## src/hdl/power_rail_pkg.sv

```systemverilog
package power_rail_pkg;

  // Register byte addresses on the serial interface
  localparam logic [7:0] ADDR_IO_CTRL = 8'h0C;
  localparam logic [7:0] ADDR_CORE_CTRL = 8'h0D;
  localparam logic [7:0] ADDR_LREG_CTRL = 8'h0E;
  localparam logic [7:0] ADDR_PIN_CFG = 8'h0F;

  // Reset values before the strap pins are folded in
  localparam logic [7:0] RST_IO_CTRL = 8'h72;
  localparam logic [7:0] RST_CORE_CTRL = 8'h68;
  localparam logic [7:0] RST_LREG_CTRL = 8'h88;
  localparam logic [7:0] RST_PIN_CFG = 8'h00;
  localparam logic [7:0] UNMAPPED_READ = 8'h00;

  // io_converter_control fields
  localparam int IO_FORCED_FIXED_FREQ = 7;
  localparam int IO_UVLO_HI = 6;
  localparam int IO_UVLO_LO = 5;
  localparam int IO_KEEP_ON = 4;
  localparam int IO_LP_PIN_ON = 3;
  localparam int IO_DISCH = 2;
  localparam int IO_VSEL_HI = 1;
  localparam int IO_VSEL_LO = 0;

  // core_converter_control fields
  localparam int CORE_OFF_SLEEP = 7;
  localparam int CORE_VSEL_HI = 6;
  localparam int CORE_VSEL_LO = 4;
  localparam int CORE_SLP_HI = 3;
  localparam int CORE_SLP_LO = 2;
  localparam int CORE_VIB = 1;
  localparam int CORE_DISCH = 0;

  // linear_regulator_control fields
  localparam int LREG_B_ON = 7;
  localparam int LREG_B_SOFF = 6;
  localparam int LREG_B_VSEL_HI = 5;
  localparam int LREG_B_VSEL_LO = 4;
  localparam int LREG_A_ON = 3;
  localparam int LREG_A_SOFF = 2;
  localparam int LREG_A_VSEL_HI = 1;
  localparam int LREG_A_VSEL_LO = 0;

  // pin_event_config fields
  localparam int PIN_EDGE_HI = 7;
  localparam int PIN_EDGE_LO = 4;
  localparam int PIN_MASK_HI = 3;
  localparam int PIN_MASK_LO = 0;
  localparam int NUM_PIN_EVENTS = 4;

  // Synchronised pin vector layout
  localparam int SYNC_WIDTH = 9;
  localparam int SP_SCL = 0;
  localparam int SP_SDA = 1;
  localparam int SP_SLEEP = 2;
  localparam int SP_IO_DEF = 3;
  localparam int SP_CORE_DEF = 4;
  localparam int SP_GPIO_LO = 5;
  localparam int SP_GPIO_HI = 8;

  // Cycles after reset release until the strap synchronisers hold real levels
  localparam logic [1:0] STRAP_SETTLE = 2'h2;
  localparam logic [1:0] STRAP_DONE = 2'h3;
  localparam logic [3:0] BITS_PER_BYTE = 4'h8;
  localparam logic [3:0] LAST_READ_BIT = 4'h7;

  // Arbitrary neutral bus address
  localparam logic [6:0] SLAVE_ADDR_DEFAULT = 7'h48;

  typedef enum logic [3:0] {
    ST_IDLE = 4'h0,
    ST_ADDR = 4'h1,
    ST_ADDR_ACK = 4'h2,
    ST_PTR = 4'h3,
    ST_PTR_ACK = 4'h4,
    ST_WRITE = 4'h5,
    ST_WRITE_ACK = 4'h6,
    ST_READ = 4'h7,
    ST_READ_ACK = 4'h8
  } serial_state_t;

endpackage

```

## src/hdl/pin_sync.sv

```systemverilog
`timescale 1ns/1ps
`default_nettype none
module pin_sync #(
  parameter int WIDTH = 1
) (
  input wire logic clk,
  input wire logic rst,
  input wire logic [WIDTH-1:0] asyncIn,
  output var logic [WIDTH-1:0] syncOut
);
  logic [WIDTH-1:0] stage1;
  logic [WIDTH-1:0] next_stage1;
  logic [WIDTH-1:0] next_syncOut;

  always_comb begin
    next_stage1 = asyncIn;
    next_syncOut = stage1;
  end

  // Only the second stage is visible to the rest of the design
  always_ff @(posedge clk or posedge rst) begin
    if (rst) begin
      stage1 <= '0;
      syncOut <= '0;
    end else begin
      stage1 <= next_stage1;
      syncOut <= next_syncOut;
    end
  end
endmodule
`default_nettype wire

```

## src/hdl/pin_event_detect.sv

```systemverilog
`timescale 1ns/1ps
`default_nettype none
module pin_event_detect #(
  parameter int WIDTH = 4
) (
  input wire logic clk,
  input wire logic rst,
  input wire logic [WIDTH-1:0] pinLevel,
  input wire logic [WIDTH-1:0] edgeSel,
  input wire logic [WIDTH-1:0] mask,
  output var logic [WIDTH-1:0] pinEvent
);
  logic [WIDTH-1:0] prevLevel;
  logic [WIDTH-1:0] next_pinEvent;
  logic [2:0] warmUp;
  logic primed;

  // Primed waits until prevLevel holds a synchronised level, so a pin idling high
  // gives no false edge after reset
  assign primed = warmUp[2];
  genvar i;
  generate
    for (i = 0; i < WIDTH; i++) begin : g_pin
      assign next_pinEvent[i] = primed && !mask[i] &&
        (edgeSel[i] ? (pinLevel[i] && !prevLevel[i])
                    : (!pinLevel[i] && prevLevel[i]));
    end
  endgenerate

  always_ff @(posedge clk or posedge rst) begin
    if (rst) begin
      prevLevel <= '0;
      pinEvent <= '0;
      warmUp <= 3'h0;
    end else begin
      prevLevel <= pinLevel;
      pinEvent <= next_pinEvent;
      warmUp <= {warmUp[1:0], 1'b1};
    end
  end
endmodule
`default_nettype wire

```

## src/hdl/power_rail_control_regs.sv

```systemverilog
// Contract
// - Fixed-frequency bit forbids PFM on both converters
// - Two bits pick undervoltage threshold, reset 11
// - Sleep pin disables converters unless keep-on set
// - Sleep pin ignored while its function is off
// - io rail discharges only when enabled and off
// - Two bits pick io rail voltage
// - io voltage low bit taken from strap
// - Core voltage code low bit taken from strap pin
// - Core-off-in-sleep disables core rail in sleep
// - Three bits pick one of eight core voltages
// - Sleep core code is zero plus sleep field
// - Leaving sleep restores full core voltage code
// - Vibrator transistor follows its drive bit
// - Core rail discharges only when enabled and off
// - Regulator B: off, full, reduced or sleep-off
// - Regulator A: same four-state behaviour
// - Regulator B voltage codes, reset 1.8 V
// - Regulator A code 00 is adjustable, reset
// - Edge bit chooses rising or falling pin event
// - Mask bit suppresses its pin event, reset unmasked
// - Both regulators enabled, sleep-off clear after reset
// - High sleep pin requests low-power mode
`timescale 1ns/1ps
`default_nettype none
module power_rail_control_regs #(
  parameter logic [6:0] SLAVE_ADDR = power_rail_pkg::SLAVE_ADDR_DEFAULT
) (
  input wire logic clk,
  input wire logic rst,
  input wire logic scl,
  input wire logic sdaIn,
  output var logic sdaOut,
  output var logic sdaOe,
  input wire logic sleepRequestPin,
  input wire logic ioRailDefaultPin,
  input wire logic coreDefaultPin,
  input wire logic [power_rail_pkg::NUM_PIN_EVENTS-1:0] gpioPin,
  output var logic forcedFixedFreq,
  output var logic [1:0] undervoltageThresholdSel,
  output var logic ioRailEnable,
  output var logic coreRailEnable,
  output var logic ioRailDischarge,
  output var logic coreRailDischarge,
  output var logic [1:0] ioRailVoltageSel,
  output var logic [2:0] coreRailVoltageSel,
  output var logic vibratorOut,
  output var logic vibratorOe,
  output var logic regulatorAOn,
  output var logic regulatorAReduced,
  output var logic [1:0] regulatorAVoltageSel,
  output var logic regulatorBOn,
  output var logic regulatorBReduced,
  output var logic [1:0] regulatorBVoltageSel,
  output var logic [power_rail_pkg::NUM_PIN_EVENTS-1:0] pinEvent
);
  import power_rail_pkg::*;

  logic [SYNC_WIDTH-1:0] rawPins;
  logic [SYNC_WIDTH-1:0] syncPins;
  logic sclNow, sdaNow, sclPrev, sdaPrev;
  logic sclRise, sclFall, startCond, stopCond;
  logic sleepNow, lowPower;

  serial_state_t state, next_state;
  logic [3:0] bitCnt, next_bitCnt;
  logic [7:0] shiftReg, next_shiftReg;
  logic [7:0] pointer, next_pointer;
  logic sdaDrive, next_sdaDrive;
  logic bankWrite;
  logic [7:0] readData;

  logic [7:0] ioCtrl, next_ioCtrl;
  logic [7:0] coreCtrl, next_coreCtrl;
  logic [7:0] lregCtrl, next_lregCtrl;
  logic [7:0] pinCfg, next_pinCfg;
  logic [1:0] startCnt, next_startCnt;
  logic strapLoad;

  logic next_ioOn, next_coreOn;
  logic next_regAOn, next_regAReduced, next_regBOn, next_regBReduced;
  logic [2:0] next_coreVsel;

  assign rawPins = {gpioPin, coreDefaultPin, ioRailDefaultPin, sleepRequestPin, sdaIn, scl};

  pin_sync #(.WIDTH(SYNC_WIDTH)) u_sync (
    .clk(clk),
    .rst(rst),
    .asyncIn(rawPins),
    .syncOut(syncPins)
  );

  pin_event_detect #(.WIDTH(NUM_PIN_EVENTS)) u_events (
    .clk(clk),
    .rst(rst),
    .pinLevel(syncPins[SP_GPIO_HI:SP_GPIO_LO]),
    .edgeSel(pinCfg[PIN_EDGE_HI:PIN_EDGE_LO]),
    .mask(pinCfg[PIN_MASK_HI:PIN_MASK_LO]),
    .pinEvent(pinEvent)
  );

  assign sclNow = syncPins[SP_SCL];
  assign sdaNow = syncPins[SP_SDA];
  assign sleepNow = syncPins[SP_SLEEP];
  assign sclRise = sclNow && !sclPrev;
  assign sclFall = !sclNow && sclPrev;
  assign startCond = sclNow && sclPrev && sdaPrev && !sdaNow;
  assign stopCond = sclNow && sclPrev && !sdaPrev && sdaNow;
  assign sdaOut = 1'b0;
  assign sdaOe = sdaDrive;
  assign vibratorOut = 1'b0;

  // Sleep pin only counts when its low-power function is switched on
  assign lowPower = ioCtrl[IO_LP_PIN_ON] && sleepNow;

  // A data byte commits on the SCL fall that ends its eighth bit
  assign bankWrite = (state == ST_WRITE) && sclFall && (bitCnt == BITS_PER_BYTE);
  assign strapLoad = (startCnt == STRAP_SETTLE);

  always_comb begin
    case (pointer)
      ADDR_IO_CTRL: readData = ioCtrl;
      ADDR_CORE_CTRL: readData = coreCtrl;
      ADDR_LREG_CTRL: readData = lregCtrl;
      ADDR_PIN_CFG: readData = pinCfg;
      default: readData = UNMAPPED_READ;
    endcase
  end

  // Serial slave: address, pointer, then auto-incrementing data bytes
  always_comb begin
    next_state = state;
    next_bitCnt = bitCnt;
    next_shiftReg = shiftReg;
    next_pointer = pointer;
    next_sdaDrive = sdaDrive;
    if (startCond) begin
      next_state = ST_ADDR;
      next_bitCnt = 4'h0;
      next_sdaDrive = 1'b0;
    end else if (stopCond) begin
      next_state = ST_IDLE;
      next_sdaDrive = 1'b0;
    end else begin
      case (state)
        ST_IDLE: begin
          next_sdaDrive = 1'b0;
        end
        ST_ADDR, ST_PTR, ST_WRITE: begin
          if (sclRise) begin
            next_shiftReg = {shiftReg[6:0], sdaNow};
            next_bitCnt = bitCnt + 4'h1;
          end else if (sclFall && bitCnt == BITS_PER_BYTE) begin
            next_bitCnt = 4'h0;
            next_sdaDrive = 1'b1;
            if (state == ST_ADDR) begin
              if (shiftReg[7:1] == SLAVE_ADDR) begin
                next_state = ST_ADDR_ACK;
              end else begin
                next_state = ST_IDLE;
                next_sdaDrive = 1'b0;
              end
            end else if (state == ST_PTR) begin
              next_pointer = shiftReg;
              next_state = ST_PTR_ACK;
            end else begin
              next_pointer = pointer + 8'h01;
              next_state = ST_WRITE_ACK;
            end
          end
        end
        ST_ADDR_ACK: begin
          if (sclFall) begin
            if (shiftReg[0]) begin
              next_state = ST_READ;
              next_shiftReg = readData;
              next_sdaDrive = !readData[7];
              next_pointer = pointer + 8'h01;
            end else begin
              next_state = ST_PTR;
              next_sdaDrive = 1'b0;
            end
          end
        end
        ST_PTR_ACK, ST_WRITE_ACK: begin
          if (sclFall) begin
            next_state = ST_WRITE;
            next_sdaDrive = 1'b0;
          end
        end
        ST_READ: begin
          if (sclFall) begin
            if (bitCnt == LAST_READ_BIT) begin
              next_bitCnt = 4'h0;
              next_sdaDrive = 1'b0;
              next_state = ST_READ_ACK;
            end else begin
              next_bitCnt = bitCnt + 4'h1;
              next_shiftReg = {shiftReg[6:0], 1'b0};
              next_sdaDrive = !shiftReg[6];
            end
          end
        end
        ST_READ_ACK: begin
          // A master NACK ends the read; wait for stop or repeated start
          if (sclRise && sdaNow) begin
            next_state = ST_IDLE;
          end else if (sclFall) begin
            next_state = ST_READ;
            next_shiftReg = readData;
            next_sdaDrive = !readData[7];
            next_pointer = pointer + 8'h01;
          end
        end
        default: begin
          next_state = ST_IDLE;
          next_sdaDrive = 1'b0;
        end
      endcase
    end
  end

  // Register bank; straps land once the synchronisers hold real pin levels
  always_comb begin
    next_ioCtrl = ioCtrl;
    next_coreCtrl = coreCtrl;
    next_lregCtrl = lregCtrl;
    next_pinCfg = pinCfg;
    next_startCnt = (startCnt == STRAP_DONE) ? startCnt : startCnt + 2'h1;
    if (strapLoad) begin
      next_ioCtrl[IO_VSEL_LO] = syncPins[SP_IO_DEF];
      next_coreCtrl[CORE_VSEL_LO] = syncPins[SP_CORE_DEF];
    end
    if (bankWrite) begin
      case (pointer)
        ADDR_IO_CTRL: next_ioCtrl = shiftReg;
        ADDR_CORE_CTRL: next_coreCtrl = shiftReg;
        ADDR_LREG_CTRL: next_lregCtrl = shiftReg;
        ADDR_PIN_CFG: next_pinCfg = shiftReg;
        default: next_pinCfg = pinCfg;
      endcase
    end
  end

  // Rail control derived from the bank and the sleep request
  always_comb begin
    next_ioOn = !(lowPower && !ioCtrl[IO_KEEP_ON]);
    next_coreOn = next_ioOn && !(lowPower && coreCtrl[CORE_OFF_SLEEP]);
    // Sleep code drops the top bit; the full code returns on wake
    next_coreVsel = lowPower ? {1'b0, coreCtrl[CORE_SLP_HI:CORE_SLP_LO]}
                             : coreCtrl[CORE_VSEL_HI:CORE_VSEL_LO];
    next_regBOn = lregCtrl[LREG_B_ON] && !(lowPower && lregCtrl[LREG_B_SOFF]);
    next_regBReduced = lregCtrl[LREG_B_ON] && lowPower && !lregCtrl[LREG_B_SOFF];
    next_regAOn = lregCtrl[LREG_A_ON] && !(lowPower && lregCtrl[LREG_A_SOFF]);
    next_regAReduced = lregCtrl[LREG_A_ON] && lowPower && !lregCtrl[LREG_A_SOFF];
  end

  always_ff @(posedge clk or posedge rst) begin
    if (rst) begin
      sclPrev <= 1'b0;
      sdaPrev <= 1'b0;
      state <= ST_IDLE;
      bitCnt <= 4'h0;
      shiftReg <= 8'h00;
      pointer <= 8'h00;
      sdaDrive <= 1'b0;
      ioCtrl <= RST_IO_CTRL;
      coreCtrl <= RST_CORE_CTRL;
      lregCtrl <= RST_LREG_CTRL;
      pinCfg <= RST_PIN_CFG;
      startCnt <= 2'h0;
    end else begin
      sclPrev <= sclNow;
      sdaPrev <= sdaNow;
      state <= next_state;
      bitCnt <= next_bitCnt;
      shiftReg <= next_shiftReg;
      pointer <= next_pointer;
      sdaDrive <= next_sdaDrive;
      ioCtrl <= next_ioCtrl;
      coreCtrl <= next_coreCtrl;
      lregCtrl <= next_lregCtrl;
      pinCfg <= next_pinCfg;
      startCnt <= next_startCnt;
    end
  end

  always_ff @(posedge clk or posedge rst) begin
    if (rst) begin
      forcedFixedFreq <= RST_IO_CTRL[IO_FORCED_FIXED_FREQ];
      undervoltageThresholdSel <= RST_IO_CTRL[IO_UVLO_HI:IO_UVLO_LO];
      ioRailEnable <= 1'b1;
      coreRailEnable <= 1'b1;
      ioRailDischarge <= 1'b0;
      coreRailDischarge <= 1'b0;
      ioRailVoltageSel <= RST_IO_CTRL[IO_VSEL_HI:IO_VSEL_LO];
      coreRailVoltageSel <= RST_CORE_CTRL[CORE_VSEL_HI:CORE_VSEL_LO];
      vibratorOe <= 1'b0;
      regulatorAOn <= RST_LREG_CTRL[LREG_A_ON];
      regulatorAReduced <= 1'b0;
      regulatorAVoltageSel <= RST_LREG_CTRL[LREG_A_VSEL_HI:LREG_A_VSEL_LO];
      regulatorBOn <= RST_LREG_CTRL[LREG_B_ON];
      regulatorBReduced <= 1'b0;
      regulatorBVoltageSel <= RST_LREG_CTRL[LREG_B_VSEL_HI:LREG_B_VSEL_LO];
    end else begin
      forcedFixedFreq <= ioCtrl[IO_FORCED_FIXED_FREQ];
      undervoltageThresholdSel <= ioCtrl[IO_UVLO_HI:IO_UVLO_LO];
      ioRailEnable <= next_ioOn;
      coreRailEnable <= next_coreOn;
      ioRailDischarge <= ioCtrl[IO_DISCH] && !next_ioOn;
      coreRailDischarge <= coreCtrl[CORE_DISCH] && !next_coreOn;
      ioRailVoltageSel <= ioCtrl[IO_VSEL_HI:IO_VSEL_LO];
      coreRailVoltageSel <= next_coreVsel;
      vibratorOe <= coreCtrl[CORE_VIB];
      regulatorAOn <= next_regAOn;
      regulatorAReduced <= next_regAReduced;
      regulatorAVoltageSel <= lregCtrl[LREG_A_VSEL_HI:LREG_A_VSEL_LO];
      regulatorBOn <= next_regBOn;
      regulatorBReduced <= next_regBReduced;
      regulatorBVoltageSel <= lregCtrl[LREG_B_VSEL_HI:LREG_B_VSEL_LO];
    end
  end
endmodule
`default_nettype wire

```

## config.mk

```make
export PLATFORM = sky130hd
export DESIGN_NAME = power_rail_control_regs
export DESIGN_NICKNAME = d
export VERILOG_FILES = /design/src/hdl/power_rail_pkg.sv /design/src/hdl/pin_sync.sv /design/src/hdl/pin_event_detect.sv /design/src/hdl/power_rail_control_regs.sv
export SDC_FILE = /design/constraint.sdc
export NUM_CORES = 1
export LEC_CHECK = 0
export ABC_AREA = 1
export BUFFER_PORTS_ARGS = -buffer_cell sky130_fd_sc_hd__buf_2
export CAP_MARGIN = 20
export CORE_UTILIZATION = 40
export DETAILED_ROUTE_END_ITERATION = 7
export PLACE_DENSITY = 0.61
export SLEW_MARGIN = 10
export SYNTH_ARGS = -nofsm -noshare
export SYNTH_HDL_FRONTEND = slang
export SYNTH_SLANG_ARGS = --single-unit
```

## constraint.sdc

```tcl
create_clock -name clk -period 9.45 [get_ports clk]
set_input_delay 0.945 -clock clk [delete_from_list [all_inputs] [get_ports clk]]
set_output_delay 0.945 -clock clk [all_outputs]
set_load 0.01 [all_outputs]
```

# Yosys cells after proc, flatten, opt, wreduce, memory -nomap -nowiden
# Cells that the tools add are included.
# word_totals
register_bits	111
latchBits	0
ram_bits	0
rom_bits	0
inputBits	11
out_inout_bits	28
word_cells	228
memories	0
# classes
add_sub_neg	3
mul	0
n_div	0
magnitude_cmp	0
eq_ne	40
n_shift	0
mux	65
bitwise	2
reduce_logical	83
# op_table
cell	n
$mux W8	15
$mux W4	17
$pmux W8 S4	2
$logic_and A1 B1 Y1	41
$ne A4 B4 Y1 const B	9
$eq A8 B4 Y1 const B	4
$logic_not A1 Y1	26
$pmux W4 S6	1
$pmux W8 S3	1
$ne A2 B2 Y1 const B	11
$mux W1	21
$eq A4 B3 Y1 const B	5
$reduce_and A10 Y1	2
$mux W5	2
$reduce_and A9 Y1	1
$add A8 B1 Y8 const B	1
$eq A4 B2 Y1 const B	2
$eq A4 B4 Y1 const B	2
$pmux W4 S2	1
$reduce_and A2 Y1	4
$reduce_and A8 Y1	1
$eq A7 B7 Y1 const B	1
$reduce_and A7 Y1	1
$mux W3	2
other kinds (15)	20

# Logic depth before layout (Yosys ltp)
# Gate-level depths: netlist of run 1.
# logic_depth
ltp_word	8
mapped_depth	11
depth_no_buf	11

# By module
# A second synthesis of run 1 with hierarchy kept.
# unflattened
hier_cells	586
hier_area_um2	5074.9
# by_module_without_submodules
module	n_inst	cells_per_inst	area_each_um2	seq_area_each_um2
power_rail_control_regs	1	520	4210.3	2074.5
pin_sync	1	19	454.2	450.4
pin_event_detect	1	47	410.4	275.3

# Least setup slack after synthesis of run 1
# No wires, ideal clock.
# synth_path
kind	reg-to-reg
from	register pointer[0]
to	register shiftReg[1]
setup_ps	65
t_arrival_ps	1470
t_required_ps	9385
path_slack_ps	7915
stages_incl_launch_ff	11
n_path_buf	0
synth_period_minus_slack_ps	1535
path_cell_list	dfrtp_1 > inv_1 > ha_1 > nand3_1 > a21oi_1 > nor2_1 > nor2_4 > nand2_1 > nand2_1 > nand2_1 > nand2_1
# synth_via
elab_chain_cells	5
elab_cells_between_ends	10
cone_classes	4 x eq/ne; 6 x mux
# synth_rtl
element	line_no	rtl
start, declared	power_rail_control_regs.sv:68	logic [7:0] pointer, next_pointer;
start signal, assigned	power_rail_control_regs.sv:278	pointer <= next_pointer;
$eq A8 B4 Y1	power_rail_control_regs.sv:121	case (pointer)
$pmux W8 S4 (*)	power_rail_control_regs.sv:121	
$mux W8, on equally long branches	power_rail_control_regs.sv:208, power_rail_control_regs.sv:174	
$mux W8, on equally long branches	power_rail_control_regs.sv:206, power_rail_control_regs.sv:173	
$pmux W8 S4 (*)	power_rail_control_regs.sv:145	case (state)
end signal, assigned	power_rail_control_regs.sv:277	shiftReg <= next_shiftReg;
end, declared	power_rail_control_regs.sv:67	logic [7:0] shiftReg, next_shiftReg;
# Every way passes the cells marked *; elsewhere a longest branch is shown, timed or not. The select of a mux whose other input is x is not followed.
# A chain may end at the register's enable or synchronous reset.

# Worst setup path after layout of run 1
# layout_path
from	register regulatorAOn
to	output regulatorAOn
# layout_rtl
element	line_no	rtl
start, declared	power_rail_control_regs.sv:49	output var logic regulatorAOn,
start signal, assigned	power_rail_control_regs.sv:299	regulatorAOn <= RST_LREG_CTRL[LREG_A_ON];
start signal, assigned	power_rail_control_regs.sv:315	regulatorAOn <= next_regAOn;
# No word-level cell between the ends.

==> results of run 1 <==
[layout by cell type, fill, tap and decap left out, drive strengths merged, types with 9 or more instances in the layout]
cell,Yosys,layout
dfrtp,93,93
nor2,72,72
buf,12,37
a21oi,14,14
inv,76,79
nand3,40,40
dfstp,18,18
o21ai,54,54
nor3,35,35
nand2,205,205
clkbuf,1,9
[worst paths after layout]
| check | start | endpoint | slack (ns) | cells past startpoint |
|---|---|---|---|---|
| worst max-delay path | regulatorAOn$_DFF_PP1_ | regulatorAOn | 7.51 | 1 |
| worst min-delay path | u_sync.next_syncOut[6]$_DFF_PP0_ | u_sync.syncOut[6]$_DFF_PP0_ | 0.35 | 0 |
| worst max register to register | pointer[0]$_DFFE_PP0P_ | ioCtrl[0]$_DFF_PP0_ | 7.54 | 7 |
| worst min register to register | u_sync.next_syncOut[6]$_DFF_PP0_ | u_sync.syncOut[6]$_DFF_PP0_ | 0.35 | 0 |
| max in group asynchronous | rst | coreCtrl[2]$_DFFE_PP0P_ | 7.58 | 3 |
| min in group asynchronous | rst | u_events.warmUp[2]$_DFF_PP0_ | 0.58 | 2 |
[layout make-up]
| cell class | instances | area share |
|---|---|---|
| Multi-Input combinational cell | 442 | 0.352 |
| Clock buffer | 9 | 0.0385 |
| Timing Repair Buffer | 37 | 0.0321 |
| Sequential cell | 111 | 0.478 |
| Inverter | 76 | 0.0491 |
| Tap cell | 172 | 0.0368 |
| Clock inverter | 7 | 0.0137 |
[power breakdown]
| part | switching [mW] | total (mW) | internal, mW | leakage [nW] |
|---|---|---|---|---|
| Clock | 0.181 | 0.390 | 0.209 | 0.148 |
| Combinational | 0.101 | 0.144 | 0.0433 | 1.31 |
| Sequential | 0.0288 | 0.530 | 0.502 | 1.39 |
[per-stage QoR]
stage	cells	total power, mW	utilization	hold WS (ns)	instance area [um2]
after floorplan	642	0.638	-	0.331	5250
after global placement	838	0.680	0.436	0.333	5550
after detailed placement	838	0.684	0.436	0.335	5550
after CTS	854	1.07	0.460	0.350	5860
after global routing	854	1.12	0.460	0.358	5860
final	854	1.06	0.460	0.346	5860
[metal layers]
layer	wire length, um	global-route usage
met5	0	0
met3	504	0.0493
met2	5390	0.309
met4	183	0.0598
met1	5440	0.249
[registers in the layout (all words and copies together) (netlist names), 2 cells and up]
register and cells:
undervoltageThresholdSel 2, pointer 8, startCnt 2, lregCtrl 8, ioCtrl 8, ioRailVoltageSel 2
shiftReg 8, bitCnt 4, coreCtrl 8, u_events.prevLevel 4, u_sync.next_syncOut 9, coreRailVoltageSel 3
u_events.warmUp 3, regulatorAVoltageSel 2, u_events.pinEvent 4, state 4, u_sync.syncOut 9, regulatorBVoltageSel 2
pinCfg 8
[cells by family after synthesis]
logic type,after synthesis
and+or+nand+nor,356
muxes,1
AOI/OAI and AO/OA,70
other,2
buffers and inverters,89
adders and majority gates,8
DFF,111
xor gates and xnor gates,4
[synth_stat cells]
cell and n:
nand2_1 193, dfrtp_1 93, inv_1 73, nor2_1 62, nand3_1 37, nor3_1 35, o21ai_1 32, o21ai_0 22
dfstp_2 18, a21oi_1 14, nand2_2 10, ha_1 8, buf_2 5, buf_6 5, nor2_2 5, nor2_4 5
inv_2 3, nand3_2 3, buf_4 2, conb_1 2, nand2_4 2, xnor2_1 2, xor2_1 2, a21o_1 1
clkbuf_2 1, mux2i_1 1, nand3b_1 1, nand4_1 1, nor4_1 1, o2111ai_1 1, or2_2 1
==> results.cfg, run 1 <==
[yosys]
synthSimpleGateAreaFrac = 0.295
yosysUniqueCellTypes = 31
synth_top_area_cell = dfrtp_1
synthTopCellsByArea = dfrtp_1, nand2_1, dfstp_2, inv_1, nor2_1
synth_xor_area_frac = 0.00668
synthAdderAreaFrac = 0.0191
synth-compound-area-share = 0.0680
synthMuxAreaShare = 0.00191
synth_top_family_by_area = simple AND/OR/NAND/NOR gates
synthCells = 641
synth_area_um2 = 5240
yosysSeqAreaShare = 0.534
yosys_warnings = 0
avgSynthCellArea_um2 = 8.18
yosys.area.top_type_share = 0.444
synth_seq_cells = 111

[critical_path]
critPathMaxFanout = 1
slowest_stage = dfstp_2
critPathBufInv = 1
crit_arrival_ns = 0.99
required_ns = 8.51
cp_top_family = flip-flops
path_cells = buf_2
cp-end-kind = output port
cp-start-kind = flop
path_class = flop to output port
slowest_delay_ns = 0.52

[floorplanning]
ios = 39
die_area_um2 = 13600
start_util = 0.412
die-width_um = 116
coreArea_um2 = 12700
die_h_um = 116
rows = 41

[timing]
finalSetupTns_ns = 0
setup_ws_ns = 7.51
setup_viol = 0
rsz0062_at_grt = false
max_freq_ghz = 0.517
slew_headroom = 0.369
min_period_ns = 1.94
hold_viol = 0
drv_slew = 0
min_period_over_period = 0.205
skew_ns = 0.00680
worst_pin_slew_ns = 0.947

[cts]
numCtsBuffers = 9
worst_skew_pair.late_latency_ns = 0.36
cts.sinks = 111
cts_tree = built
cts_resized = 0
postCtsHoldBufs = 0
clk_pin_slew_ns = 0.08
cts_setup_buffers = 0
clockBufferDepth = 2
cts_root_buf = clkbuf_16
cts_max_level = 3

[run_status]
status = complete, no violations

[global_route]
grt_util_all_layers = 0.190
grt_pass1_vias = 3938
antenna_found_initial = 0
overflow = 0
grt_max_degree = 80
grt_pass1_wl_um = 19500

[drt]
routed_wl_um = 11500
ant_nets = 0
drt_pass1_iterations = 4
via_count = 4095
drc = 0
post_drt_wl_per_cell_um = 13.5
drt_iter0_markers = 229
viasPerCell = 4.80

[power]
ir_drop_v = 0.000143
power_density_nw_per_um2 = 182
p_leak_nw = 2.85

[place]
pre_cts_ws_ns = 7.09
gp_congestion = 0.879
dp_hpwl_um = 8210
portBuffers = 36

[finish]
finalNetCount = 696
seq_area_um2 = 2800
nFillCells = 1275
area_growth_pct = 11.7
multiInputGateArea_um2 = 2060
antenna_cells = 0
drive_gt1_frac = 0.148

[min_path]
hold_path.class = flop to flop

[run]
max_cap_viol_count = 0
No activity file was read; power rests on OpenSTA's default activity.
==> inputs of run 2 (changes only) <==
==> constraint.sdc (replaced) <==
create_clock -name clk -period 2 [get_ports clk]
set_input_delay 0.2 -clock clk [delete_from_list [all_inputs] [get_ports clk]]
set_output_delay 0.2 -clock clk [all_outputs]
set_load 0.01 [all_outputs]
==> run 2 against run 1 <==
  * Die area unchanged
  * Clock skew increased by 0.0016 ns
  * Total power increased to 4.9 times the previous value
  * Combinational power increased to 5.3 times the previous value
  * Via count increased by 1.2%
  * First-iteration DRC count increased by 8.3%
  * Design area increased by 4.1%
  * Global-route usage increased by 0.47 points
  * Worst hold slack improved by 0.0038 ns
  * Critical path type is now flop to flop
  * Highest routed layer unchanged
  * Clock power increased to 5.1 times the previous value
==> results.cfg, run 2 (same netlist as run 1, synthesis figures left out) <==
[timing]
setup_ws_ns = 0.199
min_period_over_period = 0.901
skew_ns = 0.00838
setup_viol = 0
hold_viol = 0
rsz0062_at_grt = false
worst_pin_slew_ns = 0.643
min_period_ns = 1.80
finalSetupTns_ns = 0
max_freq_ghz = 0.555
drv_slew = 0
slew_headroom = 0.570

[cts]
numCtsBuffers = 9
clockBufferDepth = 2
cts_tree = built
clk_pin_slew_ns = 0.08
cts_root_buf = clkbuf_16
worst_skew_pair.late_latency_ns = 0.36
cts_max_level = 3
cts.sinks = 111
cts_setup_buffers = 0

[global_route]
overflow = 0
met3_usage = 0.0457
grt_pass1_wl_um = 19700
use_met2 = 0.314
grt_util_all_layers = 0.195
grt_pass1_vias = 3986
grt_max_degree = 35
busiest_layer = met2
antenna_found_initial = 0
use_met1 = 0.254

[critical_path]
cp-end-kind = flop
critPathBufInv = 1
critPathMaxFanout = 16
cp.depth = 7
slowest_stage = dfrtp_1
cp-endpoint = ioCtrl[0]$_DFF_PP0_
rrSetupSlack_ns = 0.20
required_ns = 2.24
r2r_cells = 7
r2r_end = ioCtrl[0]$_DFF_PP0_
timing.rr.start = pointer[0]$_DFFE_PP0P_
cp_common_cell = nor2_1
cp-start-kind = flop
path_cells = inv_1, ha_1, nand3_2, nor2_1, nand2_2, nor2_1, a21oi_1
path_class = flop to flop
crit_arrival_ns = 2.04
cp_top_family = simple AND/OR/NAND/NOR gates
slowest_delay_ns = 0.43
crit_start = pointer[0]$_DFFE_PP0P_

[drt]
drt_pass1_iterations = 5
post_drt_wl_per_cell_um = 13.5
drc = 0
via_count = 4143
routed_wl_um = 11800
viasPerCell = 4.75
ant_nets = 0
drt_iter0_markers = 248

[floorplanning]
die_h_um = 116
rows = 41
die-width_um = 116
start_util = 0.412
ios = 39
coreArea_um2 = 12700
die_area_um2 = 13600

[finish]
finalNetCount = 715
mostFrequentLayoutCell = nand2_1
drive_gt1_frac = 0.161
area_growth_pct = 16.2
final_cell_mix = nand2_1, dfrtp_1, inv_1, nor2_1, buf_2
final_area_um2 = 6090
antenna_cells = 0

[place]
dp_hpwl_um = 8630
place_area_um2 = 5640
pre_cts_ws_ns = 0.0870
portBuffers = 36
gp_congestion = 0.871

[power]
swShare = 0.284
clockPowerShare = 0.377
ir_drop_v = 0.000424
comb_power_share = 0.146
seq_power_share = 0.477
p_sw_mw = 1.49
power_density_nw_per_um2 = 859
intPower_mw = 3.75
p_leak_nw = 2.95

[min_path]
hold_path.class = flop to flop

[run_status]
status = complete, no violations

[run]
max_cap_viol_count = 0
-- run 2: cell types whose count changed in the layout (fill, tap and decap cells not counted), sizes merged --
| cell | delta |
|---|---|
| clkinv | -2 |
| dlygate4sd3 | +10 |
| inv | -1 |
| buf | +9 |
| bufinv | +1 |
| clkinvlp | +2 |
-- run 2: area by class of cell --
| type | count | area, um2 |
|---|---|---|
| clock inverter | 7 | 104 |
| sequential | 111 | 2800 |
| inverter | 76 | 289 |
| multi-input combinational | 442 | 2080 |
| tap | 172 | 215 |
| clock buffer | 9 | 225 |
| timing repair buffer | 56 | 380 |
| fill | 1251 | 6630 |
-- run 2: per-stage QoR --
stage	hold slack (ns)	total power, mW	utilization	instances
final	0.349	5.23	0.479	873
after global routing	0.359	5.52	0.479	873
after CTS	0.353	5.28	0.477	873
after global placement	0.309	3.26	0.444	847
after floorplan	0.231	3.01	-	642
after detailed placement	0.310	3.27	0.444	847
-- run 2: per-layer routing --
metal	routed length (um)	share of wire
met3	471	0.040
met2	5490	0.47
met1	5590	0.47
met4	246	0.021
met5	0	0
-- run 2: worst min path at each step --
stage                                        to                             start  cells after the start
2_1_floorplan  u_sync.next_syncOut[0]$_DFF_PP0_                               scl                      0
3_3_place_gp   u_sync.next_syncOut[0]$_DFF_PP0_                               scl                      1
3_5_place_dp   u_sync.next_syncOut[3]$_DFF_PP0_                  ioRailDefaultPin                      1
4_1_cts             u_sync.syncOut[2]$_DFF_PP0_  u_sync.next_syncOut[2]$_DFF_PP0_                      0
5_1_grt             u_sync.syncOut[2]$_DFF_PP0_  u_sync.next_syncOut[2]$_DFF_PP0_                      0
6_report            u_sync.syncOut[2]$_DFF_PP0_  u_sync.next_syncOut[2]$_DFF_PP0_                      0
-- run 2: timing repair --
item	in CTS	in global routing
endpoints found under the hold margin	28	0
endpoints found under the setup margin	0	10
hold buffers	10	0
gates resized for setup	0	4
-- run 2: power by group through the flow --
stage	Sequential [mW]	Combinational, mW	Clock, mW
after detailed placement	2.53	0.744	0
after floorplan	2.50	0.516	0
after global placement	2.52	0.738	0
after global routing	2.52	0.874	2.13
after CTS	2.49	0.762	2.03
final	2.49	0.765	1.97
